## src/pkg/rif_pkg.sv

```systemverilog
`default_nettype none
package rif_pkg;
  // register port geometry
  localparam int unsigned REG_ADDR_W = 10;
  localparam int unsigned REG_DATA_W = 8;
  localparam int unsigned SRC_BYTES = 3;
  localparam int unsigned SRC_BITS = 24;

  // register offsets
  localparam logic [9:0] ADDR_OUT_MODE = 10'h0F2;
  localparam logic [9:0] ADDR_SRC0 = 10'h0F4;
  localparam logic [9:0] ADDR_SRC1 = 10'h0F5;
  localparam logic [9:0] ADDR_SRC2 = 10'h0F6;

  // output mode register layout
  localparam int unsigned MODE_POL_BIT = 0;
  localparam int unsigned MODE_DONE_CLR_BIT = 3;
  localparam int unsigned MODE_SLOT_A_BIT = 4;
  localparam int unsigned MODE_SLOT_B_BIT = 5;
  localparam int unsigned MODE_SLOT_C_BIT = 6;
  localparam int unsigned MODE_ABORT_CLR_BIT = 7;
  localparam logic [7:0] MODE_RESET = 8'h00;
  localparam logic [7:0] MODE_WR_MASK = 8'hF9;
  localparam logic [7:0] RD_UNMAPPED = 8'h00;
  localparam logic [7:0] SRC_RESET = 8'h00;

  // flag positions in the 24-bit source vector, byte n at [8n+7:8n]
  localparam int unsigned F_TIM0 = 0;
  localparam int unsigned F_TIM1 = 1;
  localparam int unsigned F_TIM2 = 2;
  localparam int unsigned F_CAL = 3;
  localparam int unsigned F_TX0 = 4;
  localparam int unsigned F_TX1 = 5;
  localparam int unsigned F_FSYNC = 6;
  localparam int unsigned F_CSMA = 7;
  localparam int unsigned F_RX0 = 8;
  localparam int unsigned F_RX1 = 9;
  localparam int unsigned F_FLEN = 10;
  localparam int unsigned F_ADDR = 11;
  localparam int unsigned F_OVR = 12;
  localparam int unsigned F_MODESW = 13;
  localparam int unsigned F_RXLVL = 14;
  localparam int unsigned F_TXFIN = 15;
  localparam int unsigned F_TXBYTE = 16;
  localparam int unsigned F_TXSTART = 17;
  localparam int unsigned F_RXSTART = 18;
  localparam int unsigned F_RXFIN = 19;
  localparam int unsigned F_RXBYTE = 20;
  localparam int unsigned F_AGC = 21;
  localparam int unsigned F_CCA = 22;
  localparam int unsigned F_PREAMB = 23;

  // flags wiped at reception completion and at reception cancel
  localparam logic [23:0] DONE_CLR_MASK = 24'hA40C00;
  localparam logic [23:0] ABORT_CLR_MASK = 24'hB40F00;
endpackage
`default_nettype wire

```

## src/design/rif_flag_bank.sv

```systemverilog
`default_nettype none
module rif_flag_bank
  import rif_pkg::*;
#(
  parameter int unsigned NBITS = SRC_BITS
) (
  // clock and reset
  input wire logic clk_sys_i,
  input wire logic rst_b_i,
  // set and clear requests
  input wire logic [NBITS-1:0] set_i,
  input wire logic [NBITS-1:0] clr_i,
  // held flags
  output logic [NBITS-1:0] flags_o
);

  if (NBITS == 0) begin : g_bad
    $error("rif_flag_bank needs at least one flag");
  end

  // one sticky flag per bit; a set in the clear cycle survives
  for (genvar i = 0; i < NBITS; i++) begin : g_flag
    always_ff @(posedge clk_sys_i) begin
      if (!rst_b_i) begin
        flags_o[i] <= 1'b0;
      end else if (set_i[i]) begin
        flags_o[i] <= 1'b1;
      end else if (clr_i[i]) begin
        flags_o[i] <= 1'b0;
      end
    end
  end

endmodule
`default_nettype wire

```

## src/design/rif_top.sv

```systemverilog
// Function
// - polarity bit 0 high-active, 1 low-active
// - completion clearing wipes listed receive flags
// - cancel clearing wipes listed receive flags
// - slot A picks CSMA-CA or CCA completion
// - slot B picks frame length or address
// - slot C picks CCA clearance or cancel
// - mode register resets to zero, fixed layout
// - enabled source event sets its flag
// - flag clears after read as one, or by an enabled completion or cancel wipe
// - source contents after reset not guaranteed
// - source byte 0 layout: csma..timer0
// - source byte 1 layout: tx fin..rx0
// - source byte 2 layout: preamble..tx bytes
`default_nettype none
module rif_top
  import rif_pkg::*;
(
  // clock and reset
  input wire logic clk_sys_i,
  input wire logic rst_b_i,
  // register port from the serial decoder
  input wire logic [REG_ADDR_W-1:0] reg_addr_i,
  input wire logic reg_wr_i,
  input wire logic reg_rd_i,
  input wire logic [REG_DATA_W-1:0] reg_wdata_i,
  output logic [REG_DATA_W-1:0] reg_rdata_o,
  // byte 0 source events, one-cycle pulses
  input wire logic csma_ca_done_irq_i,
  input wire logic frame_sync_tx_done_irq_i,
  input wire logic bank1_tx_done_irq_i,
  input wire logic bank0_tx_done_irq_i,
  input wire logic calibration_done_irq_i,
  input wire logic timer_cmp2_irq_i,
  input wire logic timer_cmp1_irq_i,
  input wire logic timer_cmp0_irq_i,
  // byte 1 source events
  input wire logic frame_tx_done_irq_i,
  input wire logic rx_level_irq_i,
  input wire logic mode_switch_rx_done_irq_i,
  input wire logic rx_overrun_irq_i,
  input wire logic address_filter_irq_i,
  input wire logic frame_length_irq_i,
  input wire logic bank1_rx_done_irq_i,
  input wire logic bank0_rx_done_irq_i,
  // byte 2 source events
  input wire logic preamble_detect_irq_i,
  input wire logic clear_channel_done_irq_i,
  input wire logic gain_control_done_irq_i,
  input wire logic rx_byte_count_irq_i,
  input wire logic frame_rx_done_irq_i,
  input wire logic rx_start_irq_i,
  input wire logic tx_start_irq_i,
  input wire logic tx_byte_count_irq_i,
  // events only used by the shared slots
  input wire logic cca_clearance_irq_i,
  input wire logic rx_cancelled_irq_i,
  // request enables, same bit order as the source vector
  input wire logic [SRC_BITS-1:0] irq_enable_i,
  // enabled flags pending in source bytes 3 to 7
  input wire logic upper_pending_i,
  // reception sequencing pulses
  input wire logic rx_complete_i,
  input wire logic rx_abort_i,
  // interrupt pin
  output logic irq_out_pin_o,
  // routed slot events for the upper source bytes
  output logic slot_a_evt_o,
  output logic slot_b_evt_o,
  output logic slot_c_evt_o,
  // auto-clear pulses for the upper source bytes
  output logic rx_done_clr_o,
  output logic rx_abort_clr_o
);

  logic [7:0] mode_q;
  logic [SRC_BITS-1:0] event_vec;
  logic [SRC_BITS-1:0] set_vec;
  logic [SRC_BITS-1:0] read_clr;
  logic [SRC_BITS-1:0] auto_clr;
  logic [SRC_BITS-1:0] flags;
  logic [7:0] rd_value;
  logic rd_src_hit;
  logic [1:0] rd_src_idx;
  logic irq_level;
  logic irq_polarity_select;
  logic rx_done_auto_clear;
  logic rx_abort_auto_clear;
  logic slot_a_select;
  logic slot_b_select;
  logic slot_c_select;

  // mode register fields
  assign irq_polarity_select = mode_q[MODE_POL_BIT];
  assign rx_done_auto_clear = mode_q[MODE_DONE_CLR_BIT];
  assign rx_abort_auto_clear = mode_q[MODE_ABORT_CLR_BIT];
  assign slot_a_select = mode_q[MODE_SLOT_A_BIT];
  assign slot_b_select = mode_q[MODE_SLOT_B_BIT];
  assign slot_c_select = mode_q[MODE_SLOT_C_BIT];

  // mode register; bits 2 and 1 are kept at zero whatever is written
  always_ff @(posedge clk_sys_i) begin
    if (!rst_b_i) begin
      mode_q <= MODE_RESET;
    end else if (reg_wr_i && reg_addr_i == ADDR_OUT_MODE) begin
      mode_q <= reg_wdata_i & MODE_WR_MASK;
    end
  end

  // gather raw events into the source vector layout
  always_comb begin
    event_vec = '0;
    event_vec[F_CSMA] = csma_ca_done_irq_i;
    event_vec[F_FSYNC] = frame_sync_tx_done_irq_i;
    event_vec[F_TX1] = bank1_tx_done_irq_i;
    event_vec[F_TX0] = bank0_tx_done_irq_i;
    event_vec[F_CAL] = calibration_done_irq_i;
    event_vec[F_TIM2] = timer_cmp2_irq_i;
    event_vec[F_TIM1] = timer_cmp1_irq_i;
    event_vec[F_TIM0] = timer_cmp0_irq_i;
    event_vec[F_TXFIN] = frame_tx_done_irq_i;
    event_vec[F_RXLVL] = rx_level_irq_i;
    event_vec[F_MODESW] = mode_switch_rx_done_irq_i;
    event_vec[F_OVR] = rx_overrun_irq_i;
    event_vec[F_ADDR] = address_filter_irq_i;
    event_vec[F_FLEN] = frame_length_irq_i;
    event_vec[F_RX1] = bank1_rx_done_irq_i;
    event_vec[F_RX0] = bank0_rx_done_irq_i;
    event_vec[F_PREAMB] = preamble_detect_irq_i;
    event_vec[F_CCA] = clear_channel_done_irq_i;
    event_vec[F_AGC] = gain_control_done_irq_i;
    event_vec[F_RXBYTE] = rx_byte_count_irq_i;
    event_vec[F_RXFIN] = frame_rx_done_irq_i;
    event_vec[F_RXSTART] = rx_start_irq_i;
    event_vec[F_TXSTART] = tx_start_irq_i;
    event_vec[F_TXBYTE] = tx_byte_count_irq_i;
  end

  // only enabled requests leave a mark
  assign set_vec = event_vec & irq_enable_i;

  // read decode for the source bytes
  always_comb begin
    rd_src_hit = 1'b1;
    rd_src_idx = 2'h0;
    case (reg_addr_i)
      ADDR_SRC0: rd_src_idx = 2'h0;
      ADDR_SRC1: rd_src_idx = 2'h1;
      ADDR_SRC2: rd_src_idx = 2'h2;
      default: rd_src_hit = 1'b0;
    endcase
  end

  // value returned for the addressed register
  always_comb begin
    rd_value = RD_UNMAPPED;
    if (rd_src_hit) begin
      rd_value = flags[8*rd_src_idx +: 8];
    end else if (reg_addr_i == ADDR_OUT_MODE) begin
      rd_value = mode_q;
    end
  end

  // a read clears exactly the bits it returned as one; writes never do
  always_comb begin
    read_clr = '0;
    if (reg_rd_i && rd_src_hit) begin
      read_clr[8*rd_src_idx +: 8] = flags[8*rd_src_idx +: 8];
    end
  end

  // reception-synchronised wiping of receive flags
  always_comb begin
    auto_clr = '0;
    if (rx_complete_i && rx_done_auto_clear) begin
      auto_clr = auto_clr | DONE_CLR_MASK;
    end
    if (rx_abort_i && rx_abort_auto_clear) begin
      auto_clr = auto_clr | ABORT_CLR_MASK;
    end
  end

  // sticky flag store; contents before first event are not promised
  rif_flag_bank #(
    .NBITS(SRC_BITS)
  ) u_flags (
    .clk_sys_i(clk_sys_i),
    .rst_b_i(rst_b_i),
    .set_i(set_vec),
    .clr_i(read_clr | auto_clr),
    .flags_o(flags)
  );

  // read data register; updated only on a read strobe
  always_ff @(posedge clk_sys_i) begin
    if (!rst_b_i) begin
      reg_rdata_o <= RD_UNMAPPED;
    end else if (reg_rd_i) begin
      reg_rdata_o <= rd_value;
    end
  end

  // pending level over all enabled flags, own bytes and upper ones
  assign irq_level = |(flags & irq_enable_i) | upper_pending_i;

  // pin sense follows the polarity bit
  always_ff @(posedge clk_sys_i) begin
    if (!rst_b_i) begin
      irq_out_pin_o <= 1'b0;
    end else begin
      irq_out_pin_o <= irq_level ^ irq_polarity_select;
    end
  end

  // shared slot routing; one cycle late like the flags themselves
  always_ff @(posedge clk_sys_i) begin
    if (!rst_b_i) begin
      slot_a_evt_o <= 1'b0;
      slot_b_evt_o <= 1'b0;
      slot_c_evt_o <= 1'b0;
    end else begin
      slot_a_evt_o <= slot_a_select ? clear_channel_done_irq_i
                                    : csma_ca_done_irq_i;
      slot_b_evt_o <= slot_b_select ? address_filter_irq_i
                                    : frame_length_irq_i;
      slot_c_evt_o <= slot_c_select ? rx_cancelled_irq_i
                                    : cca_clearance_irq_i;
    end
  end

  // forward gated wipe pulses so upper bytes clear receive flags too
  always_ff @(posedge clk_sys_i) begin
    if (!rst_b_i) begin
      rx_done_clr_o <= 1'b0;
      rx_abort_clr_o <= 1'b0;
    end else begin
      rx_done_clr_o <= rx_complete_i && rx_done_auto_clear;
      rx_abort_clr_o <= rx_abort_i && rx_abort_auto_clear;
    end
  end

endmodule
`default_nettype wire

```

## config.mk

```make
export PLATFORM = sky130hd
export DESIGN_NAME = rif_top
export DESIGN_NICKNAME = d
export VERILOG_FILES = /design/src/pkg/rif_pkg.sv /design/src/design/rif_flag_bank.sv /design/src/design/rif_top.sv
export SDC_FILE = /design/constraint.sdc
export NUM_CORES = 1
export LEC_CHECK = 0
export BUFFER_PORTS_ARGS = -buffer_cell sky130_fd_sc_hd__buf_2
export CORE_MARGIN = 2
export CORE_UTILIZATION = 40
export CTS_CLUSTER_SIZE = 24
export DETAILED_ROUTE_END_ITERATION = 16
export GPL_ROUTABILITY_DRIVEN = 0
export PLACE_DENSITY_LB_ADDON = 0.08
export SYNTH_ARGS = -nofsm -noshare
export SYNTH_HDL_FRONTEND = slang
export SYNTH_SLANG_ARGS = --single-unit
export TNS_END_PERCENT = 30
```

## constraint.sdc

```tcl
create_clock -name clk_sys_i -period 10.55 [get_ports clk_sys_i]
set_input_delay 1.5825 -clock clk_sys_i [delete_from_list [all_inputs] [get_ports clk_sys_i]]
set_output_delay 1.5825 -clock clk_sys_i [all_outputs]
set_load 0.01 [all_outputs]
```

==> load_flow_metrics.sql, run 1 <==
INSERT INTO impl_metrics (metric_group, metric, value, unit) VALUES
('cells_and_area', 'drive_gt1_share', '30.2', '%'),
('global_routing', 'number_of_antenna_violations_at_the_first_check_in_global_routing', '0', ''),
('global_routing', 'global_route.overflow_total', '0', ''),
('sta', 'final_critical_path_setup_slack', '5840', 'ps'),
('power_and_ir_drop', 'share_of_power_burned_in_combinational_logic', '13.2', '%'),
('worst_setup_path', 'worst_setup_path_startpoint', 'reg_addr_i[9]', ''),
('sta', 'timing_worst_slew_pin_value', '799', 'ps'),
('logic_synthesis', 'synth_top_family_by_area', 'compound AO/OA/AOI/OAI gates', ''),
('floorplanning', 'i_o_pin_count', '89', ''),
('floorplanning', 'floorplan.die.height', '75.9', 'um'),
('sta', 'finClkSkew', '12.1', 'ps'),
('logic_synthesis', 'synth.most_common_cell', 'dfxtp_1', ''),
('outcome', 'status', 'finished clean', ''),
('detailed_routing', 'post_drt_wl_per_cell', '15.8', 'um'),
('placed_design', 'io_buffers', '86', ''),
('clocking', 'cts_htree_levels', '2', ''),
('detailed_routing', 'detailedRoute.firstPassIterationCount', '4', ''),
('global_routing', 'vias_in_the_first_global_route', '1886', ''),
('detailed_routing', 'vias_per_cell', '5.40', ''),
('worst_setup_path', 'critPathLaunchType', 'primary input', ''),
('logic_synthesis', 'syn_inst', '235', ''),
('logic_synthesis', 'synth_xor_xnor_area_share', '0', '%'),
('logic_synthesis', 'synth.net_count', '314', ''),
('power_and_ir_drop', 'sequential_cell_fraction_of_total_power', '53.9', '%'),
('detailed_routing', 'drt_iter0_drc', '88', ''),
('logic_synthesis', 'yosysUniqueCellTypes', '45', ''),
('clocking', 'postCtsSetupBuffers', '0', ''),
('floorplanning', 'overall_die_width', '75.9', 'um'),
('sta', 'final_setup_vio_count', '0', ''),
('placed_design', 'dp.final_hpwl', '4.68', 'mm'),
('global_routing', 'grt_first_pass_wirelength', '9.43', 'mm'),
('sta', 'hold_viol_final', '0', ''),
('detailed_routing', 'drt_drc_violations_left', '0', ''),
('logic_synthesis', 'synth_adder_area_share', '2.42', '%'),
('logic_synthesis', 'synth_largest_area_cell', 'dfxtp_1', ''),
('global_routing', 'grt_start_max_net_pins', '28', ''),
('detailed_routing', 'via_count', '2113', ''),
('clocking', 'cts_tree', 'built', ''),
('sta', 'fin_crit', '4710', 'ps'),
('worst_setup_path', 'cp.required', '10740', 'ps'),
('logic_synthesis', 'synth-compound-area-share', '27.9', '%'),
('logic_synthesis', 'post_synth_and_or_nand_nor_area_fraction', '20.0', '%'),
('logic_synthesis', 'synth_top_flop_cell', 'dfxtp_1', ''),
('hold_path', 'tightest_hold_check_type', 'register to register', ''),
('sta', 'fmax', '0.212', 'GHz'),
('clocking', 'clock_latency', '300', 'ps'),
('logic_synthesis', 'synth.mux.area_fraction', '4.36', '%'),
('detailed_routing', 'routed_wl', '6.16', 'mm'),
('logic_synthesis', 'async_flop_share', '0', '%'),
('logic_synthesis', 'synth.yosys.seq_area_share', '42.6', '%'),
('floorplanning', 'floorplan.initialDensity', '41.0', '%'),
('worst_setup_path', 'worstReg2RegStart', 'u_flags.flags_o[13]', ''),
('sta', 'grt_setup_unrepaired', 'false', ''),
('sta', 'slew_headroom', '46.4', '%'),
('clocking', 'root_buffer', 'clkbuf_8', ''),
('worst_setup_path', 'timing.setup.critical_path_class', 'primary input to register', ''),
('cells_and_area', 'layout-area-overhead-vs-synth', '28.2', '%'),
('detailed_routing', 'final_antenna_net_count', '0', ''),
('power_and_ir_drop', 'proportion_of_power_drawn_by_the_clock_network', '32.9', '%'),
('logic_synthesis', 'synth.ff_latch_count', '44', ''),
('logic_synthesis', 'number_of_synthesized_flops_with_an_enable_pin', '0', ''),
('placed_design', 'pre_cts_slack', '5550', 'ps'),
('run', 'drv.max_cap_violation_count', '0', ''),
('clocking', 'total_clock_sinks', '44', ''),
('sta', 'tns', '0', 'ps'),
('hold_path', 'source_of_the_worst_hold_timing_path', 'reg_rdata_o[2]', ''),
('floorplanning', 'die_area', '5760', 'um2'),
('logic_synthesis', 'synth.avg_cell_area', '8.80', 'um2'),
('clocking', 'clkSlewWorstSetupHoldPaths', '80', 'ps'),
('logic_synthesis', 'ys_top_cells_by_area', 'dfxtp_1, a22oi_1, nor2_1', ''),
('global_routing', 'grt_util_all_layers', '22.8', '%');
-- critical path, cell delays in order --
cell and delay, ps:
buf_2 90, or3_1 490, nor3_1 180, buf_4 220
nand3b_1 180, ha_1 270, or3b_1 580, a2111oi_4 730
o21ai_1 220, o311a_1 360
-- worst paths after layout --
check / endpoint / cells past startpoint
worst min-delay path: reg_rdata_o[2] / 2
worst max-delay path: u_flags.flags_o[23] / 10
worst min register to register: reg_rdata_o[2] / 2
worst max register to register: irq_out_pin_o / 5
-- placed cells by master (no fill, tap or decap), types with 3 or more instances in the layout --
cell       n
buf_2     86
dfxtp_1   44
nor2_1    25
a22oi_1   18
nand2_1   17
o21ai_0   14
and2_1    10
a21oi_1   10
mux2i_1    9
o22ai_1    8
nand3_1    7
clkbuf_8   6
nand4_1    5
inv_1      4
nor3_1     4
o311a_1    4
a32oi_1    4
ha_1       4
nor4_1     3
o21bai_1   3
-- power by group through the flow --
| stage | Clock (mW) | Combinational (mW) | Sequential (mW) |
|---|---|---|---|
| floorplan | 0 | 0.0223 | 0.182 |
| global placement | 0 | 0.0436 | 0.184 |
| detailed placement | 0 | 0.0440 | 0.184 |
| CTS | 0.113 | 0.0442 | 0.180 |
| global route | 0.120 | 0.0493 | 0.181 |
| finish | 0.110 | 0.0439 | 0.180 |
-- state kept, by name, indices dropped and copies added, names as in the netlist --
register / flops
reg_rdata_o: 8
mode_q: 6
slot_b_evt_o: 1
slot_a_evt_o: 1
rx_abort_clr_o: 1
u_flags.flags_o: 24
rx_done_clr_o: 1
slot_c_evt_o: 1
irq_out_pin_o: 1
-- metal layers --
metal | wire length (um) | vias to the layer above | share of wire (%) | track usage, %
li1 | - | 1070 | - | -
met1 | 2810 | 959 | 46 | 29.7
met2 | 2860 | 75 | 46 | 36.8
met3 | 370 | 9 | 6.0 | 6.35
met4 | 117 | 0 | 1.9 | 6.82
met5 | 0 | - | 0 | 0
-- cells by family (layout without fill, tap and decap cells) --
| logic type | after synthesis | count (layout) |
|---|---|---|
| AO/OA/AOI/OAI | 80 | 80 |
| adder cells (fa/ha/maj) | 4 | 4 |
| multiplexers | 9 | 9 |
| flip-flops | 44 | 44 |
| AND/OR/NAND/NOR | 84 | 84 |
| buffers and inverters | 14 | 100 |
-- through the flow --
step           std cells  power [mW]  cell area (um2)  hold slack [ps]
6_report             391       0.333             2650              458
5_1_grt              391       0.350             2650              498
4_1_cts              391       0.337             2650              462
3_5_place_dp         383       0.228             2560              442
3_3_place_gp         383       0.227             2560              451
2_1_floorplan        235       0.204             2070              449
-- cell type report --
type	instances	area (um2)
tap	70	87.6
clock buffer	7	86.3
clock inverter	1	7.51
fill	501	2390
timing repair buffer	87	438
inverter	5	18.8
multi-input combinational	177	1130
sequential	44	881
Note: power is estimated with default switching activity, not from simulation.
==> run 2: changes to the inputs <==
clock period = 4.04 ns   (was 10.55 ns; I/O delays follow)
==> load_flow_metrics.sql, run 2 (same netlist as run 1, synthesis figures left out) <==
INSERT INTO impl_metrics (metric_group, metric, value, unit) VALUES
('sta', 'tns', '0', 'ps'),
('clocking', 'cts_htree_levels', '2', ''),
('detailed_routing', 'drt_drc_violations_left', '0', ''),
('clocking', 'holdBufCountCts', '0', ''),
('sta', 'grt_setup_unrepaired', 'false', ''),
('worst_setup_path', 'ff_to_ff_setup_slack', '2550', 'ps'),
('worst_setup_path', 'timing.setup.critical_path_class', 'primary input to register', ''),
('worst_setup_path', 'reg2regPathDepth', '4', ''),
('detailed_routing', 'final_antenna_net_count', '0', ''),
('global_routing', 'grt_util_all_layers', '21.9', '%'),
('sta', 'timing_worst_slew_pin_value', '659', 'ps'),
('clocking', 'clkSlewWorstSetupHoldPaths', '90', 'ps'),
('power_and_ir_drop', 'power_density', '345', 'nW/um2'),
('detailed_routing', 'post_drt_wl_per_cell', '15.5', 'um'),
('worst_setup_path', 'crit-reg2reg-capture', 'irq_out_pin_o', ''),
('floorplanning', 'floorplan.initialDensity', '41.0', '%'),
('cells_and_area', 'nFillCells', '527', ''),
('run', 'drv.max_cap_violation_count', '0', ''),
('sta', 'fmax', '0.291', 'GHz'),
('clocking', 'buffer_levels_on_the_longest_clock_path', '2', ''),
('detailed_routing', 'drt_iter0_drc', '87', ''),
('clocking', 'postCtsSetupBuffers', '0', ''),
('floorplanning', 'overall_die_width', '75.9', 'um'),
('sta', 'post-route-period-util', '84.9', '%'),
('worst_setup_path', 'crit_end_element', 'register', ''),
('worst_setup_path', 'critPathLaunchType', 'primary input', ''),
('cells_and_area', 'biggestRegsByFlops', 'u_flags.flags_o: 24 flops, reg_rdata_o: 8 flops, mode_q: 6 flops', ''),
('detailed_routing', 'detailedRoute.firstPassIterationCount', '4', ''),
('sta', 'slew_violations', '0', ''),
('worst_setup_path', 'worst_setup_path_startpoint', 'reg_addr_i[9]', ''),
('global_routing', 'grt_first_pass_wirelength', '9.25', 'mm'),
('global_routing', 'global_route.overflow_total', '0', ''),
('worst_setup_path', 'cp_max_fo', '8', ''),
('clocking', 'cts_inserted_buffers', '5', ''),
('cells_and_area', 'mostFrequentLayoutCells', 'buf_2, dfxtp_1, nor2_1', ''),
('worst_setup_path', 'termination_of_the_worst_setup_path', 'u_flags.flags_o[19]', ''),
('hold_path', 'tightest_hold_check_type', 'register to register', ''),
('cells_and_area', 'drive_gt1_share', '31.4', '%'),
('clocking', 'total_clock_sinks', '44', ''),
('clocking', 'cts_tree', 'built', ''),
('floorplanning', 'i_o_pin_count', '89', ''),
('worst_setup_path', 'cp.required', '4230', 'ps'),
('clocking', 'root_buffer', 'clkbuf_8', ''),
('global_routing', 'vias_in_the_first_global_route', '1871', ''),
('sta', 'final_setup_vio_count', '0', ''),
('global_routing', 'grt_start_max_net_pins', '28', ''),
('detailed_routing', 'via_count', '2115', ''),
('cells_and_area', 'count_of_antenna_diodes_in_the_layout', '0', ''),
('cells_and_area', 'regMostFlops', 'u_flags.flags_o', ''),
('power_and_ir_drop', 'total_chip_power', '0.933', 'mW'),
('floorplanning', 'floorplan.die.height', '75.9', 'um'),
('power_and_ir_drop', 'vdd.ir_drop.worst', '0.000164', 'V'),
('sta', 'finClkSkew', '9.65', 'ps'),
('sta', 'fin_crit', '3430', 'ps'),
('global_routing', 'number_of_antenna_violations_at_the_first_check_in_global_routing', '0', ''),
('power_and_ir_drop', 'total_leakage_power', '1.20', 'nW'),
('cells_and_area', 'flip_flop_count_of_the_largest_register_after_layout', '24', ''),
('detailed_routing', 'routed_wl', '6.14', 'mm'),
('floorplanning', 'number_of_rows_created_at_floorplan', '26', ''),
('sta', 'hold_viol_final', '0', ''),
('placed_design', 'dp.final_hpwl', '4.70', 'mm'),
('clocking', 'cts_repair_resize_count', '0', ''),
('clocking', 'clock_latency', '300', 'ps'),
('cells_and_area', 'final_util', '53.6', '%'),
('hold_path', 'source_of_the_worst_hold_timing_path', 'reg_rdata_o[2]', ''),
('worst_setup_path', 'worst_ep_arrival_time', '3620', 'ps'),
('cells_and_area', 'mostFrequentLayoutCell', 'buf_2', ''),
('worst_setup_path', 'worstReg2RegStart', 'u_flags.flags_o[12]', ''),
('outcome', 'status', 'finished clean', ''),
('detailed_routing', 'vias_per_cell', '5.35', ''),
('floorplanning', 'core_region_area', '5040', 'um2'),
('cells_and_area', 'finish.net_count', '403', ''),
('floorplanning', 'die_area', '5760', 'um2'),
('sta', 'final.hold.worst_slack', '462', 'ps'),
('sta', 'slew_headroom', '56.1', '%'),
('cells_and_area', 'layout-area-overhead-vs-synth', '30.7', '%'),
('placed_design', 'io_buffers', '86', '');
## run 2: changes by cell type in the layout (fill, tap and decap cells not counted), sizes merged
| cell | delta |
|---|---|
| inv | +1 |
| bufinv | +1 |
| buf | +4 |
| clkbuf | -2 |
## run 2: layout make-up
| type | instances | area [um2] | area share, % |
|---|---|---|---|
| multi-input cells | 177 | 1130 | 41.9 |
| flip-flops and latches | 44 | 881 | 32.6 |
| repair buffers | 91 | 468 | 17.3 |
| well taps | 70 | 87.6 | 3.24 |
| clock buffers | 5 | 68.8 | 2.55 |
| clock inverters | 3 | 46.3 | 1.71 |
| inverters | 5 | 18.8 | 0.695 |
## run 2: worst min-delay path by stage
stage               cells past startpoint                 end  slack, ps
global route                            1      reg_rdata_o[1]        490
finish                                  2      reg_rdata_o[2]        460
detailed placement                      1      reg_rdata_o[1]        450
floorplan                               2  u_flags.flags_o[5]        450
global placement                        1      reg_rdata_o[1]        450
CTS                                     1      reg_rdata_o[1]        470
## run 2: critical path, cell delays in order
cell       delay [ps]
buf_2              90
or3_1             490
nor4_1            330
inv_1             150
ha_1              260
or3b_1            420
a2111oi_4         660
o21bai_1          220
o311a_1           380
## run 2: metrics by stage
| stage | setup WS (ps) | cell area (um2) | instances |
|---|---|---|---|
| after floorplan | 497 | 2070 | 235 |
| after global placement | 361 | 2590 | 387 |
| after detailed placement | 320 | 2590 | 387 |
| after CTS | 638 | 2700 | 395 |
| after global routing | 423 | 2700 | 395 |
| final | 609 | 2700 | 395 |
## run 2: power by group
group / internal [mW] / leakage (nW) / switching, mW / total, mW
Clock: 0.186 / 0.0548 / 0.161 / 0.347
Combinational: 0.0589 / 0.785 / 0.0582 / 0.117
Sequential: 0.454 / 0.361 / 0.0152 / 0.469
Total: 0.699 / 1.20 / 0.234 / 0.933
## run 2: metal layers
metal	global-route usage, %	vias to the layer above	wire (um)
li1	-	1064	-
met1	29.0	970	2780
met2	36.5	76	2910
met3	4.76	5	398
met4	4.87	0	53
met5	0	-	0
